--- src/design/cos_params.svh ---
`ifndef COS_PARAMS_SVH
`define COS_PARAMS_SVH
// Register word offsets
`define COS_ADDR_COMM 4'h0
`define COS_ADDR_UNIT 4'h1
`define COS_ADDR_XSRC 4'h2
`define COS_ADDR_XHI 4'h3
`define COS_ADDR_XLO 4'h4
`define COS_ADDR_MCAL 4'h5
`define COS_ADDR_TRAVEL 4'h6
`define COS_ADDR_DBAND 4'h7
`define COS_ADDR_RSP 4'h8
`define COS_ADDR_RHI 4'h9
`define COS_ADDR_RLO 4'ha
`define COS_ADDR_STAT 4'hb
`define COS_ADDR_SPLIM 4'hc
`define COS_ADDR_CTRL 4'hd
// Field positions in the framing register
`define COS_F_STOP 0
`define COS_F_LEN 1
`define COS_F_PAR 2
`define COS_F_RATE 4
// Reset values
`define COS_RST_STOP 1'h1
`define COS_RST_LEN 1'h0
`define COS_RST_UNIT 7'h00
`define COS_RST_TRAVEL 10'h01e
`define COS_RST_DBAND 14'h0000
`define COS_RST_RHI 16'h0514
`define COS_RST_RLO 16'hff38
// Ranges
`define COS_UNIT_MAX 7'h63
`define COS_TRAVEL_MIN 10'h001
`define COS_TRAVEL_MAX 10'h3e7
`define COS_DBAND_MAX 14'h270f
`define COS_MV_MIN_STD 16'hffce
`define COS_MV_MAX 16'h041a
`define COS_VO_MIN 16'hff9c
`define COS_VO_MAX 16'h044c
`define COS_ZERO16 16'h0000
`endif

--- src/design/cos_pkg.sv ---
package cos_pkg;
  typedef enum logic [1:0] {COS_PAR_NONE = 2'h0, COS_PAR_EVEN = 2'h1, COS_PAR_ODD = 2'h2}
    cos_parity_t;
  typedef enum logic [2:0] {COS_BAUD_1K2 = 3'h0, COS_BAUD_2K4 = 3'h1, COS_BAUD_4K8 = 3'h2,
    COS_BAUD_9K6 = 3'h3, COS_BAUD_19K2 = 3'h4} cos_baud_t;
  typedef enum logic [2:0] {COS_SRC_SP = 3'h0, COS_SRC_RAMP = 3'h1, COS_SRC_PV = 3'h2,
    COS_SRC_MVH = 3'h3, COS_SRC_MVC = 3'h4, COS_SRC_VALVE = 3'h5} cos_src_t;
  typedef enum logic [1:0] {COS_CAL_IDLE = 2'h0, COS_CAL_RUN = 2'h1, COS_CAL_DONE = 2'h3}
    cos_cal_t;
endpackage

--- src/design/cos_option_regs.sv ---
// Behaviour
// framing and unit apply on reset or level change
// stop bits one or two, default two
// data length seven or eight, default seven
// parity none, even, odd; default even
// rate 1.2 to 19.2 kbps, default 9.6
// unit number 0 to 99, default 0
// retransmission source selector, default target value
// linear scaling, inverted limits allowed
// limit ranges per retransmission source
// heat output in heat/cool forces lower zero
// calibration command self-clears when done
// calibration clears then reloads travel time
// travel time 1 to 999 s, default 30
// screen changes ignored during calibration
// dead band 0 to 9999, valve held inside
// external target enable, ramp forced active
// external limits map 20/4 mA, defaults 1300/-200
// general limit change overwrites external limits
// tracking copies external into internal target
// calibration mode only at security zero
// operator holds mode key one second twice
// out-of-range writes are rejected
//
// Added by the designer: the register addresses and the Avalon-MM interface to the registers.
`include "cos_params.svh"
module cos_option_regs
  import cos_pkg::*;
(
  input wire logic core_clk,
  input wire logic sys_rst,
  input wire logic clkEn,
  input wire logic [3:0] avsAddress,
  input wire logic avsRead,
  input wire logic avsWrite,
  input wire logic [31:0] avsWriteData,
  output logic [31:0] avsReadData,
  output logic avsWaitRequest,
  input wire logic levelChange,
  input wire logic heatCoolMode,
  input wire logic calDone,
  input wire logic [9:0] calTravel,
  input wire logic [15:0] deviation,
  input wire logic [15:0] externalIn,
  input wire logic externalSel,
  input wire logic screenReq,
  input wire logic [1:0] security,
  input wire logic calModeReq,
  output logic activeStop2,
  output logic activeLen8,
  output logic [1:0] activeParity,
  output logic [2:0] activeRate,
  output logic [6:0] activeUnit,
  output logic [2:0] xferSrc,
  output logic calRunning,
  output logic screenAdvance,
  output logic valveHold,
  output logic externalMode,
  output logic rampActive,
  output logic [15:0] internalTarget,
  output logic calModeGrant
);
  // Settings written by software, plus handshake, calibration, tracking and synchroniser state
  logic stop2_r;
  logic len8_r;
  logic [1:0] parity_r;
  logic [2:0] rate_r;
  logic [6:0] unit_r;
  logic [2:0] src_r;
  logic [15:0] xHi_r;
  logic [15:0] xLo_r;
  logic [9:0] travel_r;
  logic [13:0] dband_r;
  logic rspEn_r;
  logic track_r;
  logic [15:0] rHi_r;
  logic [15:0] rLo_r;
  logic [15:0] spHi_r;
  logic [15:0] spLo_r;
  logic extSelPrev_r;
  logic [15:0] internal_r;
  logic ack_r;
  cos_cal_t cal_r;
  cos_cal_t cal_nxt;
  logic [1:0] secSync1_r;
  logic [1:0] secSync2_r;
  logic calDoneS1_r;
  logic calDoneS2_r;
  logic extSelS1_r;
  logic extSelS2_r;

  // Signed range test used by the retransmission and external limit checks
  function automatic logic inRange(input logic [15:0] v, input logic [15:0] lo,
    input logic [15:0] hi);
    inRange = ($signed(v) >= $signed(lo)) && ($signed(v) <= $signed(hi));
  endfunction

  // Permitted range of the retransmission limits for a given source
  function automatic logic limitOk(input logic [2:0] s, input logic hc, input logic [15:0] v,
    input logic [15:0] spLo, input logic [15:0] spHi);
    case (s)
      COS_SRC_SP, COS_SRC_RAMP, COS_SRC_PV: limitOk = inRange(v, spLo, spHi);
      COS_SRC_MVH: limitOk = inRange(v, hc ? `COS_ZERO16 : `COS_MV_MIN_STD, `COS_MV_MAX);
      COS_SRC_MVC: limitOk = inRange(v, `COS_ZERO16, `COS_MV_MAX);
      COS_SRC_VALVE: limitOk = inRange(v, `COS_VO_MIN, `COS_VO_MAX);
      default: limitOk = 1'b0;
    endcase
  endfunction

  // Write decode; one cycle of wait so reads come from flip-flops
  wire logic wrCycle = avsWrite & ack_r & clkEn;
  wire logic [15:0] wd = avsWriteData[15:0];
  wire logic wrComm = wrCycle && avsAddress == `COS_ADDR_COMM;
  wire logic wrUnit = wrCycle && avsAddress == `COS_ADDR_UNIT;
  wire logic wrSrc = wrCycle && avsAddress == `COS_ADDR_XSRC;
  wire logic wrXHi = wrCycle && avsAddress == `COS_ADDR_XHI;
  wire logic wrXLo = wrCycle && avsAddress == `COS_ADDR_XLO;
  wire logic wrCal = wrCycle && avsAddress == `COS_ADDR_MCAL;
  wire logic wrTravel = wrCycle && avsAddress == `COS_ADDR_TRAVEL;
  wire logic wrDband = wrCycle && avsAddress == `COS_ADDR_DBAND;
  wire logic wrRsp = wrCycle && avsAddress == `COS_ADDR_RSP;
  wire logic wrRHi = wrCycle && avsAddress == `COS_ADDR_RHI;
  wire logic wrRLo = wrCycle && avsAddress == `COS_ADDR_RLO;
  wire logic wrSpLim = wrCycle && avsAddress == `COS_ADDR_SPLIM;

  // Field validity
  wire logic [1:0] wPar = wd[`COS_F_PAR+1:`COS_F_PAR];
  wire logic [2:0] wRate = wd[`COS_F_RATE+2:`COS_F_RATE];
  wire logic commOk = wPar <= COS_PAR_ODD && wRate <= COS_BAUD_19K2;
  wire logic unitOk = wd[15:7] == 9'h000 && wd[6:0] <= `COS_UNIT_MAX;
  wire logic srcOk = wd[15:3] == 13'h0000 && wd[2:0] <= COS_SRC_VALVE
    && (wd[2:0] != COS_SRC_MVC || heatCoolMode); // Cool output only in heat/cool
  wire logic forceLoZero = src_r == COS_SRC_MVH && heatCoolMode;
  wire logic xHiOk = limitOk(src_r, heatCoolMode, wd, spLo_r, spHi_r);
  wire logic xLoOk = limitOk(src_r, heatCoolMode, wd, spLo_r, spHi_r) && !forceLoZero;
  wire logic travelOk = wd[15:10] == 6'h00 && wd[9:0] >= `COS_TRAVEL_MIN
    && wd[9:0] <= `COS_TRAVEL_MAX;
  wire logic dbandOk = wd[15:14] == 2'h0 && wd[13:0] <= `COS_DBAND_MAX;
  wire logic rLimOk = inRange(wd, spLo_r, spHi_r);
  wire logic spLimOk = $signed(avsWriteData[31:16]) >= $signed(wd);

  // Bus handshake: waitrequest drops one cycle after the request appears
  assign avsWaitRequest = (avsRead | avsWrite) & ~ack_r;
  always_ff @(posedge core_clk)
  begin
    if (sys_rst)
      ack_r <= 1'b0;
    else if (clkEn)
      ack_r <= (avsRead | avsWrite) & ~ack_r;
  end

  // Two-stage synchronisers for inputs from outside logic
  always_ff @(posedge core_clk)
  begin
    if (sys_rst)
    begin
      secSync1_r <= 2'h3;
      secSync2_r <= 2'h3;
      calDoneS1_r <= 1'b0;
      calDoneS2_r <= 1'b0;
      extSelS1_r <= 1'b0;
      extSelS2_r <= 1'b0;
    end
    else if (clkEn)
    begin
      secSync1_r <= security;
      secSync2_r <= secSync1_r;
      calDoneS1_r <= calDone;
      calDoneS2_r <= calDoneS1_r;
      extSelS1_r <= externalSel;
      extSelS2_r <= extSelS1_r;
    end
  end

  // Communication settings store
  always_ff @(posedge core_clk)
  begin
    if (sys_rst)
    begin
      stop2_r <= `COS_RST_STOP;
      len8_r <= `COS_RST_LEN;
      parity_r <= COS_PAR_EVEN;
      rate_r <= COS_BAUD_9K6;
      unit_r <= `COS_RST_UNIT;
    end
    else if (clkEn)
    begin
      if (wrComm && commOk)
      begin
        stop2_r <= wd[`COS_F_STOP];
        len8_r <= wd[`COS_F_LEN];
        parity_r <= wPar;
        rate_r <= wRate;
      end
      if (wrUnit && unitOk)
        unit_r <= wd[6:0];
    end
  end

  // Active framing follows only at reset or level change, so a link
  // in mid-frame is never reconfigured under the host
  always_ff @(posedge core_clk)
  begin
    if (sys_rst)
    begin
      activeStop2 <= `COS_RST_STOP;
      activeLen8 <= `COS_RST_LEN;
      activeParity <= COS_PAR_EVEN;
      activeRate <= COS_BAUD_9K6;
      activeUnit <= `COS_RST_UNIT;
    end
    else if (clkEn && levelChange)
    begin
      activeStop2 <= stop2_r;
      activeLen8 <= len8_r;
      activeParity <= parity_r;
      activeRate <= rate_r;
      activeUnit <= unit_r;
    end
  end

  // Retransmission source and scale; limits may be inverted
  always_ff @(posedge core_clk)
  begin
    if (sys_rst)
    begin
      src_r <= COS_SRC_SP;
      xHi_r <= `COS_RST_RHI;
      xLo_r <= `COS_RST_RLO;
    end
    else if (clkEn)
    begin
      if (wrSrc && srcOk)
        src_r <= wd[2:0];
      if (wrXHi && xHiOk)
        xHi_r <= wd;
      if (forceLoZero)
        xLo_r <= `COS_ZERO16;
      else if (wrXLo && xLoOk)
        xLo_r <= wd;
    end
  end
  assign xferSrc = src_r;

  // Motor calibration sequencer
  always_comb
  begin
    cal_nxt = cal_r;
    case (cal_r)
      COS_CAL_IDLE: if (wrCal && wd[0]) cal_nxt = COS_CAL_RUN;
      COS_CAL_RUN: if (calDoneS2_r) cal_nxt = COS_CAL_DONE;
      COS_CAL_DONE: cal_nxt = COS_CAL_IDLE;
      default: cal_nxt = COS_CAL_IDLE;
    endcase
  end
  always_ff @(posedge core_clk)
  begin
    if (sys_rst)
      cal_r <= COS_CAL_IDLE;
    else if (clkEn)
      cal_r <= cal_nxt;
  end
  assign calRunning = cal_r != COS_CAL_IDLE;
  assign screenAdvance = screenReq & ~calRunning;

  // Travel time: cleared on start, loaded from measurement at the end
  always_ff @(posedge core_clk)
  begin
    if (sys_rst)
      travel_r <= `COS_RST_TRAVEL;
    else if (clkEn)
    begin
      if (cal_r == COS_CAL_IDLE && cal_nxt == COS_CAL_RUN)
        travel_r <= 10'h000;
      else if (cal_r == COS_CAL_RUN && cal_nxt == COS_CAL_DONE)
        travel_r <= calTravel;
      else if (wrTravel && travelOk && !calRunning)
        travel_r <= wd[9:0];
    end
  end

  // Dead band; magnitude of deviation compared against the band
  always_ff @(posedge core_clk)
  begin
    if (sys_rst)
      dband_r <= `COS_RST_DBAND;
    else if (clkEn && wrDband && dbandOk)
      dband_r <= wd[13:0];
  end
  wire logic [15:0] devAbs = deviation[15] ? 16'(-deviation) : deviation;
  assign valveHold = devAbs <= {2'h0, dband_r};

  // External target enable, tracking and limits
  always_ff @(posedge core_clk)
  begin
    if (sys_rst)
    begin
      rspEn_r <= 1'b0;
      track_r <= 1'b0;
      rHi_r <= `COS_RST_RHI;
      rLo_r <= `COS_RST_RLO;
      spHi_r <= `COS_RST_RHI;
      spLo_r <= `COS_RST_RLO;
    end
    else if (clkEn)
    begin
      if (wrRsp)
      begin
        rspEn_r <= wd[0];
        track_r <= wd[1];
      end
      if (wrSpLim && spLimOk)
      begin
        spHi_r <= avsWriteData[31:16];
        spLo_r <= wd;
        rHi_r <= avsWriteData[31:16];
        rLo_r <= wd;
      end
      else
      begin
        if (wrRHi && rLimOk)
          rHi_r <= wd;
        if (wrRLo && rLimOk)
          rLo_r <= wd;
      end
    end
  end
  assign externalMode = rspEn_r & extSelS2_r;
  assign rampActive = rspEn_r;

  // External input scaled 4..20 mA onto lower..upper, input is 0..ffff
  // Top half nudged up one step so full scale lands exactly on the upper limit
  wire logic [16:0] extScaled = {1'b0, externalIn} + {16'h0000, externalIn[15]};
  wire logic signed [16:0] extSpan = $signed({rHi_r[15], rHi_r}) - $signed({rLo_r[15], rLo_r});
  wire logic signed [34:0] spanProd = $signed({1'b0, extScaled}) * extSpan;
  wire logic [15:0] externalTarget = 16'($signed(rLo_r) + (spanProd >>> 16));

  // Internal target, with tracking on external-to-internal change
  always_ff @(posedge core_clk)
  begin
    if (sys_rst)
    begin
      internal_r <= `COS_ZERO16;
      extSelPrev_r <= 1'b0;
    end
    else if (clkEn)
    begin
      extSelPrev_r <= externalMode;
      if (extSelPrev_r && !externalMode && track_r)
        internal_r <= externalTarget;
    end
  end
  assign internalTarget = internal_r;

  // Calibration mode entry gate
  assign calModeGrant = calModeReq && secSync2_r == 2'h0;

  // Read mux
  wire logic [31:0] rdMux =
    avsAddress == `COS_ADDR_COMM ? {25'h0, rate_r, parity_r, len8_r, stop2_r} :
    avsAddress == `COS_ADDR_UNIT ? {25'h0, unit_r} :
    avsAddress == `COS_ADDR_XSRC ? {29'h0, src_r} :
    avsAddress == `COS_ADDR_XHI ? {16'h0, xHi_r} :
    avsAddress == `COS_ADDR_XLO ? {16'h0, xLo_r} :
    avsAddress == `COS_ADDR_MCAL ? {31'h0, calRunning} :
    avsAddress == `COS_ADDR_TRAVEL ? {22'h0, travel_r} :
    avsAddress == `COS_ADDR_DBAND ? {18'h0, dband_r} :
    avsAddress == `COS_ADDR_RSP ? {30'h0, track_r, rspEn_r} :
    avsAddress == `COS_ADDR_RHI ? {16'h0, rHi_r} :
    avsAddress == `COS_ADDR_RLO ? {16'h0, rLo_r} :
    avsAddress == `COS_ADDR_STAT ? {28'h0, externalMode, rampActive, valveHold, calRunning} :
    avsAddress == `COS_ADDR_SPLIM ? {spHi_r, spLo_r} : 32'h0;
  always_ff @(posedge core_clk)
  begin
    if (sys_rst)
      avsReadData <= 32'h0;
    else if (clkEn && avsRead && !ack_r)
      avsReadData <= rdMux;
  end
endmodule

--- config.mk ---
export PLATFORM = sky130hd
export DESIGN_NAME = cos_option_regs
export DESIGN_NICKNAME = d
export VERILOG_FILES = /design/src/design/cos_pkg.sv /design/src/design/cos_option_regs.sv
export VERILOG_INCLUDE_DIRS = /design/src /design/src/design
export SDC_FILE = /design/constraint.sdc
export NUM_CORES = 1
export LEC_CHECK = 0
export BUFFER_PORTS_ARGS = -buffer_cell sky130_fd_sc_hd__buf_2
export CAP_MARGIN = 10
export CORE_MARGIN = 1
export CORE_UTILIZATION = 57
export DETAILED_ROUTE_END_ITERATION = 12
export GPL_ROUTABILITY_DRIVEN = 0
export PLACE_DENSITY_LB_ADDON = 0.05
export SLEW_MARGIN = 5
export SYNTH_ARGS = -nofsm -noshare
export SYNTH_HDL_FRONTEND = slang
export SYNTH_SLANG_ARGS = --single-unit
--- constraint.sdc ---
create_clock -name core_clk -period 23.7 [get_ports core_clk]
set_input_delay 2.37 -clock core_clk [delete_from_list [all_inputs] [get_ports core_clk]]
set_output_delay 2.37 -clock core_clk [all_outputs]
set_load 0.1 [all_outputs]
==> out/metrics.csv <==
metric,value,unit
Initial DRC Count,1610,
synth top area cells,"fa_1 (21%), dfxtp_1 (20%), ha_1 (13%), inv_1 (6.5%), nand2_1 (5.9%)",
Fmax,0.0814,GHz
Top delay family on crit path,adder cells,
Async SR Flop Fraction,0,%
largest net degree at the start of global routing,130,
share of cells above drive strength 1,9.10,%
post-synthesis cell area,0.0216,mm^2
Yosys warnings,0,
Die Footprint,0.0388,mm^2
total gr overflow,0,
"most common cell after layout, fill and taps aside",inv_1,
Skew-Pair Late Insertion Delay,0.56,ns
vias after detailed routing,19500,
"area leader, netlist",fa_1,
TritonCTS clock tree,yes,
Crit path largest cell delay,0.78,ns
Post-CTS Hold Buffers,0,
Avg Inst Size Synth,8.21,um^2
hold_ws,0.456,ns
Die Y-Extent,197,um
Avg WL per Cell,21.1,um
syn_nets,3169,
Core Box Area,0.0375,mm^2
period utilisation layout,51.9,%
Synth top area share,20.8,%
total wire length,68.8,mm
worst-margin pin slew,1.18,ns
dpl hpwl,52.4,mm
most frequent cells in the layout,"inv_1 (372), nand2_1 (339), nor2_1 (288), fa_1 (225), ha_1 (217)",
Critical Path Sink Type,flip-flop,
Slowest cell on crit path,xor2_1,
Final min period,12.29,ns
Inserted Clock Buffers,24,
fin. max-slew vios,0,
Remaining DRCs,0,
Sink Count,213,
Hold WC Path Type,reg2reg,
drt via density,5.98,
RSZ-0062 raised after global routing,false,
CP required,24.20,ns
Power Density,83.9,mW/mm^2
initial antenna violation count,0,
leakage,11.2,nW
Synth Flop Type,dfxtp_1,
post-CTS setup buffer count,0,
Post-synth EDFFs,0,
CTS max path bufs,3,
Slew headroom,20.9,%
post-synthesis sequential area ratio,19.7,%
H-tree depth,1,
max-cap violations,0,
# diodes,0,
FP Rows,71,
clock skew,0.0295,ns
post-synthesis register bit count,213,
Final Hold Vio Count,0,
I/O Buffers,162,
Crit Path Class,in2reg,
outcome,"complete, no violations",
Boundary Pins,163,
worst-path fanout max,11,
GRT Total Usage,36.6,%
Buf/Inv on CP,6,
type of origin of the critical path,input port,
post-CTS sizing,0,
layout net count,3263,
global-route wire length before repair,109,mm
Cell variety after synth,73,
clk root buf,clkbuf_16,
Initial Util,57.7,%
crit path DAT,12.79,ns
TNS Setup,0,ns
final antenna-violating net count,0,
Post-Syn Instances,2636,
Finish-stage setup viols,0,
Worst-path clk slew,0.07,ns
vias in the first global route,19800,
CP dominant cell by count,fa_1,
area grow syn2layout,9.51,%
Max rail drop VDD,0.000129,V
TritonRoute pass-1 iters,6,
Die Wd,197,um
==> synth_stat cells, types with 5 or more instances <==
master,number
a31oi_1,7
a221oi_1,12
a21oi_1,147
nand2b_1,9
a221o_1,12
mux2i_1,35
or3_1,6
dfxtp_1,213
a222oi_1,5
nor2_1,288
o211ai_1,14
nand3b_1,6
a311oi_1,17
clkbuf_1,114
nand4_1,26
nor3_1,39
nand3_1,48
a211oi_1,9
inv_1,372
o21a_1,19
o31ai_1,5
and2_1,48
nand2_1,339
a32oi_1,7
fa_1,225
nor2b_1,38
xnor2_1,61
buf_1,5
xor2_1,23
a21o_1,15
o22ai_1,7
and3_1,21
o21ai_0,60
ha_1,217
o21bai_1,6
a22oi_1,40
a211o_1,49
o21ai_1,8
==> where the power goes <==
group          switching, W  internal (W)
registers        0.00000216      0.000361
clock network      0.000163      0.000225
logic              0.000711      0.000526
total              0.000876       0.00111
==> layer usage <==
metal / track usage, % / wire length [um] / share of wire, %
met1: 43.6 / 25800 / 38
met2: 62.0 / 32500 / 47
met3: 6.13 / 5850 / 8.5
met4: 21.6 / 4640 / 6.7
met5: 0 / 0 / 0
==> worst paths after layout <==
path,startpoint,end,slack (ns),cells past startpoint
max,externalIn[15],internalTarget[14]$_SDFFE_PP0P_,11.41,43
min,xLo_r[6]$_SDFFE_PP0P_,xLo_r[6]$_SDFFE_PP0P_,0.46,2
max reg2reg,rLo_r[3]$_SDFFE_PP1P_,internalTarget[15]$_SDFFE_PP0P_,12.66,39
min reg2reg,xLo_r[6]$_SDFFE_PP0P_,xLo_r[6]$_SDFFE_PP0P_,0.46,2
==> logic make-up (layout without fill, tap and decap cells) <==
family	count (synthesis)	in the layout	synth area share, %
AND/OR/NAND/NOR	893	893	18.3
buffers and inverters	495	606	8.61
AO/OA/AOI/OAI	471	471	14.8
adder cells (fa/ha/maj)	442	442	33.4
flip-flops	213	213	19.7
XOR/XNOR	86	86	3.58
multiplexers	36	36	1.72
==> metrics by stage <==
step,cells,util [%],instance area [um^2],setup slack (ns),total power (W)
4_1_cts,3258,63.2,23700,11.63,0.00199
2_1_floorplan,2636,-,21600,12.29,0.00133
6_report,3258,63.2,23700,11.41,0.00199
5_1_grt,3258,63.2,23700,10.85,0.00219
3_3_place_gp,3215,61.0,22900,11.44,0.00156
3_5_place_dp,3215,61.0,22900,11.08,0.00160
==> final cells by class <==
class	count	area (um^2)
clock inverter	15	191
tap	511	639
multi-input combinational	1928	15600
sequential	213	4260
timing repair buffer	191	1030
fill	3407	13800
clock buffer	28	626
inverter	372	1400
==> registers in the layout (all words and copies together), names as in the netlist, 7 cells and up <==
| register | flops |
|---|---|
| avsReadData | 32 |
| internalTarget | 16 |
| rHi_r | 16 |
| rLo_r | 16 |
| spHi_r | 16 |
| spLo_r | 16 |
| xHi_r | 16 |
| xLo_r | 16 |
| dband_r | 14 |
| travel_r | 10 |
| activeUnit | 7 |
| unit_r | 7 |
==> worst min-delay path, stage by stage (launching register included) <==
cell,delay (ns)
dfxtp_1,0.31
nand2_1,0.05
a21oi_1,0.05
No activity file was read; power rests on OpenSTA's default activity.
